==> src/pkg/pv_defs.svh <==
// register offsets, field positions, reset values and scaling constants
`ifndef PV_DEFS_SVH
`define PV_DEFS_SVH
`define OFS_LOCK 8'h00
`define OFS_OUT_CFG 8'h04
`define OFS_FILT_CFG 8'h08
`define OFS_VIEW 8'h0C
`define OFS_CMD 8'h10
`define OFS_LOW_DISP 8'h14
`define OFS_LOW_OUT 8'h18
`define OFS_HIGH_DISP 8'h1C
`define OFS_HIGH_OUT 8'h20
`define OFS_VZ_TRIM 8'h24
`define OFS_VG_TRIM 8'h28
`define OFS_CZ_TRIM 8'h2C
`define OFS_CG_TRIM 8'h30
`define OFS_MAX 8'h34
`define OFS_MIN 8'h38
`define OFS_STATUS 8'h3C
`define LK_PEAK 0
`define LK_VALLEY 1
`define LK_TYPE 2
`define LK_SCALE 3
`define LK_TRIM 4
`define OC_ENABLE 0
`define OC_CURRENT 1
`define CMD_RESTART 0
`define ST_HAVE 16
`define ST_BUSY 17
`define ST_FLASH 4
`define RST_LOCK 5'h00
`define RST_ZERO_TRIM 16'h0000
`define RST_GAIN_TRIM 16'h4000
`define GAIN_SHIFT 14
`define RST_HIGH_OUT 15'h7FFF
`define CODE_MAX 48'sh0000_0000_7FFF
`endif

==> src/pkg/pv_pkg.sv <==
// types and shared helpers of the peak/valley analog output block
package pv_pkg;
`include "pv_defs.svh"
	typedef enum logic [1:0] {VIEW_LIVE = 2'b00, VIEW_MAX = 2'b01, VIEW_MIN = 2'b10} view_t;
	typedef enum logic [1:0] {SRC_RAW = 2'b00, SRC_FILT = 2'b01, SRC_MAX = 2'b10, SRC_MIN = 2'b11} src_t;
	typedef enum logic [1:0] {SC_IDLE = 2'b00, SC_DIV = 2'b01, SC_FIN = 2'b10} sc_state_t;
	// clamp a wide signed value into the 15-bit converter range
	function automatic logic [14:0] sat15(input logic signed [47:0] v);
		if (v < 48'sh0)
			return 15'h0000;
		else if (v > `CODE_MAX)
			return 15'h7FFF;
		return v[14:0];
	endfunction
endpackage

==> src/pkg/scale_if.sv <==
// request and answer between the controller and the two-point scaler
`timescale 1ns/1ps
`default_nettype none
interface scale_if #(parameter int DW = 24, parameter int OW = 15);
	logic start;
	logic busy;
	logic done;
	logic signed [DW-1:0] x;
	logic signed [DW-1:0] r1;
	logic signed [DW-1:0] r2;
	logic [OW-1:0] o1;
	logic [OW-1:0] o2;
	logic [OW-1:0] result;
	modport ctrl (output start, x, r1, r2, o1, o2, input busy, done, result);
	modport scaler (input start, x, r1, r2, o1, o2, output busy, done, result);
endinterface
`default_nettype wire

==> src/pv_analog_out.sv <==
// peak/valley tracking, display selection and analog output control behind a wishbone slave
//
// Contract
// - every new reading is compared with stored maximum and minimum at once (a reading in the cycle of a restart is dropped)
// - a more extreme reading replaces the stored extreme immediately, even while shown
// - viewing extremes allowed only when peak and valley view locks are both zero
// - display flashes while stored maximum or minimum is selected for display
// - extreme display stays selected with no timeout until explicitly left
// - leaving extreme display returns to live value and keeps both extremes
// - restart request returns to live display and begins a fresh tracking period
// - output enable one drives the analog output, zero keeps it inactive
// - output type bit selects calibrated voltage at zero, current at one
// - two stored display/output point pairs set scale and offset
// - scale and offset points are held with 15-bit output resolution
// - calibration applies to exactly the output chosen by the type bit
// - four trim constants stored; zero and gain of the selected type applied
// - type, scale points and trims each change only when their lock is zero
// - source select routes raw, filtered, maximum or minimum to the output
`timescale 1ns/1ps
`default_nettype none
`include "pv_defs.svh"
module pv_analog_out import pv_pkg::*; #(parameter int DW = 24, parameter int OW = 15) (
	input wire logic clk_i,
	input wire logic reset_i,
	input wire logic wb_cyc_i,
	input wire logic wb_stb_i,
	input wire logic wb_we_i,
	input wire logic [7:0] wb_adr_i,
	input wire logic [3:0] wb_sel_i,
	input wire logic [31:0] wb_dat_i,
	output logic [31:0] wb_dat_o,
	output logic wb_ack_o,
	input wire logic reading_valid_i,
	input wire logic signed [DW-1:0] raw_reading_i,
	input wire logic signed [DW-1:0] filtered_reading_i,
	output logic signed [DW-1:0] display_value_o,
	output logic display_flash_o,
	output logic analog_enable_o,
	output logic current_select_o,
	output logic [OW-1:0] dac_code_o,
	output logic dac_update_o
);
	// ---------------------------------------------------------------
	// helpers
	// ---------------------------------------------------------------
	// merge byte lanes of a write into the old word
	function automatic logic [31:0] lanes(input logic [31:0] old, input logic [31:0] nw, input logic [3:0] sel);
		logic [31:0] r;
		r = old;
		for (int i = 0; i < 4; i++) begin
			if (sel[i])
				r[i*8 +: 8] = nw[i*8 +: 8];
		end
		return r;
	endfunction

	// ---------------------------------------------------------------
	// state
	// ---------------------------------------------------------------
	logic [4:0] lock_reg, lock_next;
	logic oe_reg, oe_next;
	logic type_reg, type_next;
	src_t src_reg, src_next;
	view_t view_reg, view_next;
	logic signed [DW-1:0] low_disp_reg, low_disp_next, high_disp_reg, high_disp_next;
	logic [OW-1:0] low_out_reg, low_out_next, high_out_reg, high_out_next;
	logic [15:0] vz_reg, vz_next, vg_reg, vg_next, cz_reg, cz_next, cg_reg, cg_next;
	logic ack_reg, ack_next;
	logic [31:0] rdat_reg, rdat_next;
	logic restart_reg, restart_next;
	logic pend_reg, pend_next;
	logic signed [DW-1:0] raw_hold_reg, raw_hold_next, filt_hold_reg, filt_hold_next;
	logic [OW-1:0] code_reg, code_next;
	logic upd_reg, upd_next;
	logic signed [DW-1:0] disp_reg, disp_next;
	logic signed [DW-1:0] max_w, min_w;
	logic have_w;
	logic wr_go;
	logic [31:0] wdat;

	// ---------------------------------------------------------------
	// submodules
	// ---------------------------------------------------------------
	scale_if #(.DW(DW), .OW(OW)) sc ();

	pv_tracker #(.DW(DW)) u_tracker (
		.clk_i(clk_i),
		.reset_i(reset_i),
		.valid_i(reading_valid_i),
		.reading_i(raw_reading_i),
		.restart_i(restart_reg),
		.max_o(max_w),
		.min_o(min_w),
		.have_o(have_w)
	);

	pv_scaler #(.DW(DW), .OW(OW)) u_scaler (
		.clk_i(clk_i),
		.reset_i(reset_i),
		.sc(sc)
	);

	// ---------------------------------------------------------------
	// wishbone slave
	// ---------------------------------------------------------------
	// ack one cycle after the request; writes land on the edge that samples ack
	// lanes left out of sel write as zero (the lock register keeps its old value), so software should write whole words
	assign wr_go = wb_cyc_i && wb_stb_i && wb_we_i && ack_reg;
	assign wdat = lanes(32'h0000_0000, wb_dat_i, wb_sel_i);

	// configuration writes; type, scale points and trims each guarded by their lock bit, enable and source unguarded
	always_comb begin
		lock_next = lock_reg;
		oe_next = oe_reg;
		type_next = type_reg;
		src_next = src_reg;
		low_disp_next = low_disp_reg;
		high_disp_next = high_disp_reg;
		low_out_next = low_out_reg;
		high_out_next = high_out_reg;
		vz_next = vz_reg;
		vg_next = vg_reg;
		cz_next = cz_reg;
		cg_next = cg_reg;
		if (wr_go) begin
			case (wb_adr_i)
				`OFS_LOCK: lock_next = wb_sel_i[0] ? wb_dat_i[4:0] : lock_reg;
				`OFS_OUT_CFG: begin
					oe_next = wdat[`OC_ENABLE];
					if (!lock_reg[`LK_TYPE])
						type_next = wdat[`OC_CURRENT];
				end
				`OFS_FILT_CFG: src_next = src_t'(wdat[1:0]);
				`OFS_LOW_DISP: if (!lock_reg[`LK_SCALE]) low_disp_next = wdat[DW-1:0];
				`OFS_HIGH_DISP: if (!lock_reg[`LK_SCALE]) high_disp_next = wdat[DW-1:0];
				`OFS_LOW_OUT: if (!lock_reg[`LK_SCALE]) low_out_next = wdat[OW-1:0];
				`OFS_HIGH_OUT: if (!lock_reg[`LK_SCALE]) high_out_next = wdat[OW-1:0];
				`OFS_VZ_TRIM: if (!lock_reg[`LK_TRIM]) vz_next = wdat[15:0];
				`OFS_VG_TRIM: if (!lock_reg[`LK_TRIM]) vg_next = wdat[15:0];
				`OFS_CZ_TRIM: if (!lock_reg[`LK_TRIM]) cz_next = wdat[15:0];
				`OFS_CG_TRIM: if (!lock_reg[`LK_TRIM]) cg_next = wdat[15:0];
				default: ;
			endcase
		end
	end

	// handshake and read mux; unmapped offsets answer with zero
	always_comb begin
		ack_next = wb_cyc_i && wb_stb_i && !ack_reg;
		rdat_next = 32'h0000_0000;
		if (ack_next && !wb_we_i) begin
			case (wb_adr_i)
				`OFS_LOCK: rdat_next = {27'h0, lock_reg};
				`OFS_OUT_CFG: rdat_next = {30'h0, type_reg, oe_reg};
				`OFS_FILT_CFG: rdat_next = {30'h0, src_reg};
				`OFS_VIEW: rdat_next = {27'h0, display_flash_o, 2'b00, view_reg};
				`OFS_LOW_DISP: rdat_next = {{(32-DW){1'b0}}, low_disp_reg};
				`OFS_HIGH_DISP: rdat_next = {{(32-DW){1'b0}}, high_disp_reg};
				`OFS_LOW_OUT: rdat_next = {{(32-OW){1'b0}}, low_out_reg};
				`OFS_HIGH_OUT: rdat_next = {{(32-OW){1'b0}}, high_out_reg};
				`OFS_VZ_TRIM: rdat_next = {16'h0, vz_reg};
				`OFS_VG_TRIM: rdat_next = {16'h0, vg_reg};
				`OFS_CZ_TRIM: rdat_next = {16'h0, cz_reg};
				`OFS_CG_TRIM: rdat_next = {16'h0, cg_reg};
				`OFS_MAX: rdat_next = {{(32-DW){1'b0}}, max_w};
				`OFS_MIN: rdat_next = {{(32-DW){1'b0}}, min_w};
				`OFS_STATUS: rdat_next = {14'h0, sc.busy, have_w, 1'b0, code_reg};
				default: rdat_next = 32'h0000_0000;
			endcase
		end
	end

	// ---------------------------------------------------------------
	// display selection
	// ---------------------------------------------------------------
	// no timer here on purpose: the selection holds until software leaves it
	always_comb begin
		view_next = view_reg;
		restart_next = 1'b0;
		if (wr_go && wb_adr_i == `OFS_CMD && wdat[`CMD_RESTART]) begin
			restart_next = 1'b1;
			view_next = VIEW_LIVE;
		end else if (wr_go && wb_adr_i == `OFS_VIEW) begin
			case (wdat[1:0])
				2'b00: view_next = VIEW_LIVE;
				2'b01: if (lock_reg[`LK_PEAK +: 2] == 2'b00) view_next = VIEW_MAX;
				2'b10: if (lock_reg[`LK_PEAK +: 2] == 2'b00) view_next = VIEW_MIN;
				default: view_next = view_reg;
			endcase
		end
		case (view_reg)
			VIEW_MAX: disp_next = max_w;
			VIEW_MIN: disp_next = min_w;
			default: disp_next = raw_reading_i;
		endcase
	end

	// ---------------------------------------------------------------
	// analog path
	// ---------------------------------------------------------------
	// readings are held one cycle so the tracker has settled before the source is picked
	// gain trim is unsigned with unity at 0x4000; zero trim is a signed offset in code steps
	always_comb begin
		logic [15:0] zt;
		logic [15:0] gt;
		logic signed [47:0] trimmed;
		zt = type_reg ? cz_reg : vz_reg;
		gt = type_reg ? cg_reg : vg_reg;
		trimmed = $signed(48'(sc.result) * 48'(gt)) >>> `GAIN_SHIFT;
		trimmed = trimmed + 48'($signed(zt));
		raw_hold_next = reading_valid_i ? raw_reading_i : raw_hold_reg;
		filt_hold_next = reading_valid_i ? filtered_reading_i : filt_hold_reg;
		pend_next = reading_valid_i || (pend_reg && sc.busy);
		sc.start = pend_reg && !sc.busy;
		case (src_reg)
			SRC_RAW: sc.x = raw_hold_reg;
			SRC_FILT: sc.x = filt_hold_reg;
			SRC_MAX: sc.x = max_w;
			default: sc.x = min_w;
		endcase
		sc.r1 = low_disp_reg;
		sc.r2 = high_disp_reg;
		sc.o1 = low_out_reg;
		sc.o2 = high_out_reg;
		code_next = code_reg;
		upd_next = 1'b0;
		if (!oe_reg)
			code_next = '0;
		else if (sc.done) begin
			code_next = sat15(trimmed);
			upd_next = 1'b1;
		end
	end

	// ---------------------------------------------------------------
	// registers
	// ---------------------------------------------------------------
	always_ff @(posedge clk_i) begin
		if (reset_i) begin
			lock_reg <= `RST_LOCK;
			oe_reg <= 1'b0;
			type_reg <= 1'b0;
			src_reg <= SRC_RAW;
			view_reg <= VIEW_LIVE;
			low_disp_reg <= '0;
			high_disp_reg <= '0;
			low_out_reg <= '0;
			high_out_reg <= `RST_HIGH_OUT;
			vz_reg <= `RST_ZERO_TRIM;
			vg_reg <= `RST_GAIN_TRIM;
			cz_reg <= `RST_ZERO_TRIM;
			cg_reg <= `RST_GAIN_TRIM;
			ack_reg <= 1'b0;
			rdat_reg <= 32'h0000_0000;
			restart_reg <= 1'b0;
			pend_reg <= 1'b0;
			raw_hold_reg <= '0;
			filt_hold_reg <= '0;
			code_reg <= '0;
			upd_reg <= 1'b0;
			disp_reg <= '0;
		end else begin
			lock_reg <= lock_next;
			oe_reg <= oe_next;
			type_reg <= type_next;
			src_reg <= src_next;
			view_reg <= view_next;
			low_disp_reg <= low_disp_next;
			high_disp_reg <= high_disp_next;
			low_out_reg <= low_out_next;
			high_out_reg <= high_out_next;
			vz_reg <= vz_next;
			vg_reg <= vg_next;
			cz_reg <= cz_next;
			cg_reg <= cg_next;
			ack_reg <= ack_next;
			rdat_reg <= rdat_next;
			restart_reg <= restart_next;
			pend_reg <= pend_next;
			raw_hold_reg <= raw_hold_next;
			filt_hold_reg <= filt_hold_next;
			code_reg <= code_next;
			upd_reg <= upd_next;
			disp_reg <= disp_next;
		end
	end

	// outputs straight from flip-flops, except the flash flag decoded from view_reg
	assign wb_ack_o = ack_reg;
	assign wb_dat_o = rdat_reg;
	assign display_value_o = disp_reg;
	assign display_flash_o = (view_reg != VIEW_LIVE);
	assign analog_enable_o = oe_reg;
	assign current_select_o = type_reg;
	assign dac_code_o = code_reg;
	assign dac_update_o = upd_reg;

	// ---------------------------------------------------------------
	// assertions
	// ---------------------------------------------------------------
	AST_FLASH_VIEW: assert property (@(posedge clk_i) disable iff (reset_i)
		wr_go && wb_adr_i == `OFS_VIEW && wdat[1:0] == 2'b01 && lock_reg[1:0] == 2'b00
		&& !restart_reg |=> display_flash_o ##1 display_value_o == $past(max_w))
		else $error("peak view did not flash or show maximum");
	AST_VIEW_LOCKED: assert property (@(posedge clk_i) disable iff (reset_i)
		wr_go && wb_adr_i == `OFS_VIEW && wdat[1:0] != 2'b00 && lock_reg[1:0] != 2'b00
		|=> view_reg == $past(view_reg))
		else $error("extreme view entered while locked");
	AST_NO_TIMEOUT: assert property (@(posedge clk_i) disable iff (reset_i)
		view_reg != VIEW_LIVE && !wr_go |=> view_reg == $past(view_reg))
		else $error("extreme view left without request");
	AST_LEAVE_KEEPS: assert property (@(posedge clk_i) disable iff (reset_i)
		wr_go && wb_adr_i == `OFS_VIEW && wdat[1:0] == 2'b00 && !reading_valid_i
		|=> view_reg == VIEW_LIVE && max_w == $past(max_w) && min_w == $past(min_w))
		else $error("leaving view disturbed extremes");
	AST_RESTART: assert property (@(posedge clk_i) disable iff (reset_i)
		wr_go && wb_adr_i == `OFS_CMD && wdat[0] |=> view_reg == VIEW_LIVE ##1 !have_w)
		else $error("restart did not clear tracking");
	AST_OE_OFF: assert property (@(posedge clk_i) disable iff (reset_i)
		!oe_reg |=> dac_code_o == '0 && !dac_update_o)
		else $error("disabled output still driven");
	AST_TYPE_LOCK: assert property (@(posedge clk_i) disable iff (reset_i)
		lock_reg[`LK_TYPE] |=> type_reg == $past(type_reg))
		else $error("output type changed while locked");
	AST_TRIM_LOCK: assert property (@(posedge clk_i) disable iff (reset_i)
		lock_reg[`LK_TRIM] |=> vz_reg == $past(vz_reg) && vg_reg == $past(vg_reg)
		&& cz_reg == $past(cz_reg) && cg_reg == $past(cg_reg))
		else $error("trim constant changed while locked");
	AST_SCALE_LOCK: assert property (@(posedge clk_i) disable iff (reset_i)
		lock_reg[`LK_SCALE] |=> low_disp_reg == $past(low_disp_reg) && high_disp_reg == $past(high_disp_reg)
		&& low_out_reg == $past(low_out_reg) && high_out_reg == $past(high_out_reg))
		else $error("scale point changed while locked");
	AST_DISP_LIVE: assert property (@(posedge clk_i) disable iff (reset_i)
		view_reg == VIEW_LIVE |=> display_value_o == $past(raw_reading_i))
		else $error("live display does not follow the reading");
	AST_ACK: assert property (@(posedge clk_i) disable iff (reset_i)
		wb_cyc_i && wb_stb_i && !ack_reg |=> ack_reg ##1 !ack_reg)
		else $error("bus answer not one cycle");
	COV_PEAK_VIEW: cover property (@(posedge clk_i) disable iff (reset_i) view_reg == VIEW_MAX && reading_valid_i);
	COV_UPDATE: cover property (@(posedge clk_i) disable iff (reset_i) dac_update_o && type_reg);
	COV_VOLT_UPDATE: cover property (@(posedge clk_i) disable iff (reset_i) dac_update_o && !type_reg);
	COV_RESTART: cover property (@(posedge clk_i) disable iff (reset_i) restart_reg && view_reg != VIEW_LIVE);
endmodule // pv_analog_out
`default_nettype wire

==> src/pv_scaler.sv <==
// linear map through two stored points, sequential divide, saturated result
`timescale 1ns/1ps
`default_nettype none
module pv_scaler import pv_pkg::*; #(parameter int DW = 24, parameter int OW = 15) (
	input wire logic clk_i,
	input wire logic reset_i,
	scale_if.scaler sc
);
	localparam int NW = DW + OW + 2;
	sc_state_t state_reg, state_next;
	logic [NW-1:0] num_reg, num_next;
	logic [DW:0] den_reg, den_next;
	logic [DW+1:0] rem_reg, rem_next;
	logic [5:0] cnt_reg, cnt_next;
	logic neg_reg, neg_next;
	logic [OW-1:0] base_reg, base_next, res_reg, res_next;
	logic done_reg, done_next;
	// out = o1 + (x-r1)*(o2-o1)/(r2-r1); restoring division keeps the area small at ~NW cycles
	always_comb begin
		logic signed [DW:0] dx;
		logic signed [DW:0] dn;
		logic signed [OW:0] dout;
		logic signed [NW-1:0] prod;
		logic [DW+1:0] trial;
		logic signed [47:0] q;
		dx = '0;
		dn = '0;
		dout = '0;
		prod = '0;
		trial = '0;
		q = '0;
		state_next = state_reg;
		num_next = num_reg;
		den_next = den_reg;
		rem_next = rem_reg;
		cnt_next = cnt_reg;
		neg_next = neg_reg;
		base_next = base_reg;
		res_next = res_reg;
		done_next = 1'b0;
		case (state_reg)
			SC_IDLE: begin
				if (sc.start) begin
					dx = (DW+1)'(sc.x) - (DW+1)'(sc.r1);
					dn = (DW+1)'(sc.r2) - (DW+1)'(sc.r1);
					dout = $signed({1'b0, sc.o2}) - $signed({1'b0, sc.o1});
					prod = NW'(dx) * NW'(dout);
					neg_next = prod[NW-1] ^ dn[DW];
					num_next = prod[NW-1] ? NW'(-prod) : NW'(prod);
					den_next = dn[DW] ? (DW+1)'(-dn) : (DW+1)'(dn);
					base_next = sc.o1;
					rem_next = '0;
					cnt_next = 6'(NW);
					state_next = SC_DIV;
					if (dn == '0) begin
						res_next = sc.o1;
						done_next = 1'b1;
						state_next = SC_IDLE;
					end
				end
			end
			SC_DIV: begin
				trial = {rem_reg[DW:0], num_reg[NW-1]};
				num_next = {num_reg[NW-2:0], 1'b0};
				if (trial >= {1'b0, den_reg}) begin
					rem_next = trial - {1'b0, den_reg};
					num_next[0] = 1'b1;
				end else
					rem_next = trial;
				cnt_next = cnt_reg - 6'h01;
				if (cnt_reg == 6'h01)
					state_next = SC_FIN;
			end
			SC_FIN: begin
				q = neg_reg ? -48'(num_reg) : 48'(num_reg);
				res_next = sat15(q + 48'(base_reg));
				done_next = 1'b1;
				state_next = SC_IDLE;
			end
			default: state_next = SC_IDLE;
		endcase
	end
	always_ff @(posedge clk_i) begin
		if (reset_i) begin
			state_reg <= SC_IDLE;
			num_reg <= '0;
			den_reg <= '0;
			rem_reg <= '0;
			cnt_reg <= 6'h00;
			neg_reg <= 1'b0;
			base_reg <= '0;
			res_reg <= '0;
			done_reg <= 1'b0;
		end else begin
			state_reg <= state_next;
			num_reg <= num_next;
			den_reg <= den_next;
			rem_reg <= rem_next;
			cnt_reg <= cnt_next;
			neg_reg <= neg_next;
			base_reg <= base_next;
			res_reg <= res_next;
			done_reg <= done_next;
		end
	end
	assign sc.busy = (state_reg != SC_IDLE) || done_reg;
	assign sc.done = done_reg;
	assign sc.result = res_reg;
	AST_SCALE_BOUND: assert property (@(posedge clk_i) disable iff (reset_i)
		sc.start && state_reg == SC_IDLE |-> ##[1:45] done_reg)
		else $error("scaler did not finish in time");
endmodule // pv_scaler
`default_nettype wire

==> src/pv_tracker.sv <==
// running maximum and minimum of the reading stream
`timescale 1ns/1ps
`default_nettype none
module pv_tracker import pv_pkg::*; #(parameter int DW = 24) (
	input wire logic clk_i,
	input wire logic reset_i,
	input wire logic valid_i,
	input wire logic signed [DW-1:0] reading_i,
	input wire logic restart_i,
	output logic signed [DW-1:0] max_o,
	output logic signed [DW-1:0] min_o,
	output logic have_o
);
	logic signed [DW-1:0] max_reg, max_next, min_reg, min_next;
	logic have_reg, have_next;
	// every reading checked against both extremes in its own cycle; a restart reopens the period and drops a reading of its cycle
	always_comb begin
		max_next = max_reg;
		min_next = min_reg;
		have_next = have_reg;
		if (restart_i)
			have_next = 1'b0;
		else if (valid_i) begin
			if (!have_reg || reading_i > max_reg)
				max_next = reading_i;
			if (!have_reg || reading_i < min_reg)
				min_next = reading_i;
			have_next = 1'b1;
		end
	end
	always_ff @(posedge clk_i) begin
		if (reset_i) begin
			max_reg <= '0;
			min_reg <= '0;
			have_reg <= 1'b0;
		end else begin
			max_reg <= max_next;
			min_reg <= min_next;
			have_reg <= have_next;
		end
	end
	assign max_o = max_reg;
	assign min_o = min_reg;
	assign have_o = have_reg;
	AST_MAX_UP: assert property (@(posedge clk_i) disable iff (reset_i)
		valid_i && !restart_i && have_reg && reading_i > max_reg |=> max_reg == $past(reading_i))
		else $error("maximum not replaced by larger reading");
	AST_MIN_DN: assert property (@(posedge clk_i) disable iff (reset_i)
		valid_i && !restart_i && have_reg && reading_i < min_reg |=> min_reg == $past(reading_i))
		else $error("minimum not replaced by smaller reading");
	COV_NEW_MAX: cover property (@(posedge clk_i) disable iff (reset_i) valid_i && have_reg && reading_i > max_reg);
endmodule // pv_tracker
`default_nettype wire
==> config.mk <==
export PLATFORM = sky130hd
export DESIGN_NAME = pv_analog_out
export DESIGN_NICKNAME = d
export VERILOG_FILES = /design/src/pkg/pv_pkg.sv /design/src/pkg/scale_if.sv /design/src/pv_analog_out.sv /design/src/pv_scaler.sv /design/src/pv_tracker.sv
export VERILOG_INCLUDE_DIRS = /design/src /design/src/pkg
export SDC_FILE = /design/constraint.sdc
export NUM_CORES = 2
export LEC_CHECK = 0
export ABC_AREA = 1
export BUFFER_PORTS_ARGS = -buffer_cell sky130_fd_sc_hd__buf_2
export CORE_ASPECT_RATIO = 2
export CORE_MARGIN = 5
export CORE_UTILIZATION = 46
export CTS_BUF_LIST = sky130_fd_sc_hd__clkbuf_4 sky130_fd_sc_hd__clkbuf_8 sky130_fd_sc_hd__clkbuf_16
export DETAILED_ROUTE_END_ITERATION = 10
export HOLD_SLACK_MARGIN = 0.15
export PLACE_DENSITY = 0.58
export REMOVE_ABC_BUFFERS = 1
export SYNTH_ARGS = -nofsm -noshare
export SYNTH_HDL_FRONTEND = slang
export SYNTH_SLANG_ARGS = --single-unit
==> constraint.sdc <==
create_clock -name clk_i -period 23.5 [get_ports clk_i]
set_input_delay 4.7 -clock clk_i [delete_from_list [all_inputs] [get_ports clk_i]]
set_output_delay 4.7 -clock clk_i [all_outputs]
set_load 0.02 [all_outputs]
* After elaboration in Yosys (flattened, before gate mapping)
Index checks and enable logic that the tools add are counted.
** Storage, ports and cells
- Register bits after elaboration :: 456
- Input bits :: 98
- Output and inout bits :: 76
- Logic and storage cells :: 188
** Cells by class
- $lt $le $gt $ge :: 7
- Add/sub/neg operators :: 10
- Multiply operators :: 2
- Equal/unequal tests :: 29
- Bitwise operators :: 7
- Mux-type cells :: 47
- Reductions and logical operators :: 52
** Operators with widths (count)
- case mux 24 bit (15 select lines) :: 1
- 2-to-1 mux 15 bit :: 8
- 2-to-1 mux 41 bit :: 2
- case mux 41 bit (2 select lines) :: 1
- 2-to-1 mux 25 bit :: 3
- case mux 24 bit (3 select lines) :: 1
- equality test 8 x 6 -> 1 bit (second input constant) :: 8
- case mux 25 bit (2 select lines) :: 1
- subtractor 24 x 24 -> 25 bit :: 2
- adder 48 x 15 -> 48 bit :: 1
- greater-than comparator 48 x 16 -> 1 bit (second input constant) :: 1
- < comparator 48 x 1 -> 1 bit (second input constant) :: 1
- 2-to-1 mux 48 bit :: 1
- negator 41 -> 48 bit :: 1
- case mux 24 bit (2 select lines) :: 1
- multiplier 25 x 16 -> 41 bit :: 1
- negator 41 bit :: 1
- AND reduction 3 bit :: 13
- equality test 8 x 5 -> 1 bit (second input constant) :: 4
- 2-to-1 mux 16 bit :: 2
- multiplier 15 x 16 -> 31 bit :: 1
- case mux 15 bit (2 select lines) :: 1
- greater-or-equal comparator 26 x 25 -> 1 bit :: 1
- zero test 25 bit :: 1
- 36 further kinds :: 96

* Logic depth before layout (Yosys ltp)
- Depth after elaboration :: 9
- Gate-level depth with buffers :: 55
- Depth with buffers taken out :: 54

* By module
Synthesis repeated with hierarchy kept, for this count alone.
** Unflattened totals
- Cells, all modules :: 7820
- Area, all modules :: 54547.3 um^2
** By module, submodules not included
- pv_scaler :: instances 1, seq. area each 2622.5 um^2, cells an instance 4365, area each 29751.0 um^2
- pv_analog_out :: instances 1, seq. area each 5365.1 um^2, cells an instance 2939, area each 21256.6 um^2
- pv_tracker :: instances 1, seq. area each 980.9 um^2, cells an instance 516, area each 3539.6 um^2

* Worst setup path before layout
OpenSTA, ideal clock, no wires.
- Path type :: register to register
- Start point :: reg src_reg[1]
- End point :: reg u_scaler.num_reg[13]
- Library setup time :: 0.128 ns
- Buffers on the path :: 3
- Cell stages (with the launch flop) :: 50
- Arrival time :: 9.215 ns
- Slack :: 14.158 ns
- Required time :: 23.372 ns
- Clock period less this slack :: 9.342 ns
- Path through :: dfxtp_1 nand2_1 clkbuf_1 clkbuf_1 nor2_1 a211oi_1 ha_1 inv_1 fa_1 nand3_1 nand2_1 nand2_1 o211ai_1 nand2_1 nand2_1 a21oi_1 o21ai_0 a21boi_1 [14 not listed] fa_1 inv_1 ha_1 a21o_1 a21oi_1 o21ai_0 a21oi_1 nand2_1 nand2_1 nand2_1 a21oi_1 o21ai_1 xnor2_1 clkbuf_1 nor2_1 xor2_1 a21oi_1 nor2_1
** On the way
- Longest elaborated chain between the ends :: 8
- Elaborated cells on any way between the ends :: 10
- Classes of those cells :: add/sub (2); mul (1); eq/ne (2); mux (4); reduce/logical (1)
** RTL lines
- start: declaration :: line pv_analog_out.sv:63 : src_t src_reg, src_next;
- start signal: assignment :: line pv_analog_out.sv:266 : src_reg <= src_next;
- equality test 2 bit (tied with other cells) :: line pv_analog_out.sv:215 : case (src_reg)
- case mux 24 bit (3 select lines) * :: line pv_analog_out.sv:215
- subtractor 24 x 24 -> 25 bit * :: line pv_scaler.sv:44 : dx = (DW+1)'(sc.x) - (DW+1)'(sc.r1);
- multiplier 25 x 16 -> 41 bit * :: line pv_scaler.sv:47 : prod = NW'(dx) * NW'(dout);
- negator 41 bit :: line pv_scaler.sv:49 : num_next = prod[NW-1] ? NW'(-prod) : NW'(prod);
- 2-to-1 mux 41 bit * :: line pv_scaler.sv:49
- 2-to-1 mux 41 bit * :: line pv_scaler.sv:43 : if (sc.start) begin
- case mux 41 bit (2 select lines) * :: line pv_scaler.sv:41 : case (state_reg)
- end signal: assignment :: line pv_scaler.sv:96 : num_reg <= num_next;
- end: declaration :: line pv_scaler.sv:11 : logic [NW-1:0] num_reg, num_next;
Every way passes the cells marked *; elsewhere a longest branch is shown, timed or not. The select of a mux whose other input is x is not followed.
A chain may end at the register's enable or synchronous reset.

* Final worst setup path
- Start point :: reg src_reg[1]
- End point :: reg u_scaler.num_reg[27]
Same word-level chain as after synthesis.

==> impl_results.md <==
- Status: finished, final reports clean
- Slew Limit Headroom: 0.198
- Crit Path Class: register to register
- Hold WC Path Type: register to register
- Post-CTS Hold Buffers: 0
- GRT Util Overall: 0.305
- Max-cap violations: 0
- I/O pins: 174
- Max stage delay on crit path: 910 ps
- Unrepaired setup endpoints after global routing: no
- #FFs+latches synth: 448
- Final TNS setup: 0 ps
- TritonCTS clock tree: done
- Clk_skew: 53.0 ps
- Worst R2R Start: src_reg[1]
- Share of cells above drive strength 1: 0.0634
- # H-tree levels: 2
- Max reg flops: 41
- Layout filler cell count: 11400
- Hold endpoint: u_tracker.have_o
- Layout Nets: 8153
- Critical Path AT: 12550 ps
- Post-cts resize count: 0
- Crit Path Max Fanout: 47
- Total global routing overflow: 0
- Final slew viol count: 0
- DRT antenna net count: 0
- Most frequent cell after synthesis: inv_1
- CTS max path bufs: 3
- Clk sinks: 448
- Hold Path Stages: 1
- WP data required: 23950 ps
- FP Rows: 173
- Min-delay src: restart_reg
- F_max: 82.6 MHz
- Seq/Total Area, Yosys: 0.174
- Die area: 0.119 mm^2
- Core Area: 0.111 mm^2
- Reg2reg setup slack: 11390 ps
- Worst-Skew Late Latency: 630 ps
- Dominant synthesized flop cell: dfxtp_1
- Unique cell type count in the Yosys netlist: 71
- Final Hold Viols: 0
- Largest net degree at the start of global routing: 213
- First-pass GRT wire length: 280000 um
- # DRC: 0
- # Post-CTS Setup Buffers: 0
- Initial antenna violation count: 8
- Synth warn: 0
- Cell repeated most along the worst path: nand2_1
- Num CTS Buffers: 43
- Slew @ Worst Pin: 1200 ps
- Synth Instances: 7108
- Total vias in the final route: 47700
- Drt pass-1 iters: 6
- Mean post-synth cell area: 7.24 um^2
- Die Y: 483 um
- Mapped cell area: 0.0514 mm^2
- Routability cong.: 0.943
- Starting Density: 0.463
- Yosys top cell area share: 0.223
- Vias in the first global route: 48800
- Vias per std cell: 5.52
- Setup crit end kind: register
- Area Overhead vs Synth: 6.99%
- EDFF count, synth: 0
- Die X: 246 um
- Synth cell count leaders: inv_1 (1298), nand2_1 (1279), nor2_1 (680)
- I/O Buffers: 156
- Final period util: 0.515
- Worst-case reg-to-reg path depth: 47
- Async S/R FF share, synth: 0
- Drt initial violations: 3585
- Slowest stage cell on the critical path: xor2_4
- Root buf cell: clkbuf_16
- Setup violators final: 0
- Dominant cell type by area after synthesis: fa_1
- Crit path time final: 12110 ps
- Area contributors post-synth: fa_1 (22%), dfxtp_1 (17%), inv_1 (9.5%)
- Post-Route WL: 185000 um
- DR WL/cell: 21.4 um
- Clock Pin Slew Worst Setup and Hold Paths: 70 ps
- Reg-to-reg endpoint: u_scaler.num_reg[27]
- Worst Setup Start Kind: register
- Hpwl dp: 149000 um
-- cells by family after synthesis --
kind of cell / Yosys count / synth area share
xor gates and xnor gates: 192 / 0.0328
adders and majority gates: 941 / 0.313
DFF: 448 / 0.174
buffers and inverters: 1604 / 0.119
other: 1 / 0.0000729
and+or+nand+nor: 2466 / 0.201
AOI/OAI and AO/OA: 1456 / 0.160
-- layout by cell type, fill, tap and decap left out, types with 30 or more instances in the layout --
| master | count |
|---|---|
| a211oi_1 | 31 |
| a21oi_1 | 564 |
| a221oi_1 | 39 |
| a31oi_1 | 35 |
| buf_2 | 155 |
| buf_4 | 66 |
| clkbuf_16 | 43 |
| dfxtp_1 | 447 |
| fa_1 | 574 |
| ha_1 | 367 |
| inv_1 | 1296 |
| nand2_1 | 1278 |
| nand2_2 | 32 |
| nand3_1 | 250 |
| nand4_1 | 41 |
| nor2_1 | 675 |
| nor3_1 | 64 |
| o211ai_1 | 30 |
| o21ai_0 | 470 |
| o22ai_1 | 109 |
| or2_2 | 33 |
| xnor2_1 | 66 |
| xor2_1 | 123 |
-- per-stage QoR --
stage | area [um^2] | std cells | hold WS, ps | utilization | setup slack [ps]
2_1_floorplan | 50400 | 6848 | 399 | - | 13010
3_3_place_gp | 53500 | 8556 | 422 | 0.482 | 11690
3_5_place_dp | 53500 | 8556 | 419 | 0.482 | 11550
4_1_cts | 55000 | 8631 | 439 | 0.495 | 11470
5_1_grt | 55000 | 8633 | 477 | 0.496 | 10720
6_report | 55000 | 8637 | 439 | 0.496 | 11390
-- worst max-delay path, delay by kind of cell, from the launching register on --
family                     cells  cell delay [ps]
xor gates and xnor gates       1              910
AOI/OAI and AO/OA             12             2870
adders and majority gates      9             4190
DFF                            1              360
buffers and inverters          7             1000
and+or+nand+nor               18             2530
-- metal layers --
metal,track usage,vias to the layer above,wire length [um]
met2,0.567,1590,96100
li1,-,22600,-
met4,0.199,6,15000
met1,0.325,23000,64700
met5,0,-,34
met3,0.0312,540,8830
-- how the worst max path moves through the flow --
| stage | from | end | cells after the start |
|---|---|---|---|
| floorplan | src_reg[0] | u_scaler.num_reg[29] | 48 |
| global placement | src_reg[1] | u_scaler.num_reg[27] | 47 |
| detailed placement | src_reg[1] | u_scaler.num_reg[27] | 47 |
| CTS | src_reg[1] | u_scaler.num_reg[27] | 47 |
| global route | src_reg[1] | u_scaler.num_reg[27] | 48 |
| finish | src_reg[1] | u_scaler.num_reg[27] | 47 |
-- final cells by class --
cell class / instances / area, um^2 / share of cell area
timing repair buffer: 221 / 1270 / 0.0231
tap: 1487 / 1860 / 0.0338
sequential: 448 / 8970 / 0.163
antenna: 6 / 15.0 / 0.000273
clock buffer: 56 / 1220 / 0.0222
inverter: 1337 / 5030 / 0.0913
clock inverter: 19 / 251 / 0.00457
multi-input combinational: 5063 / 36400 / 0.662
Power is not shown: default switching activity piles up to over one toggle a cycle in this logic, so the estimate is an artifact.
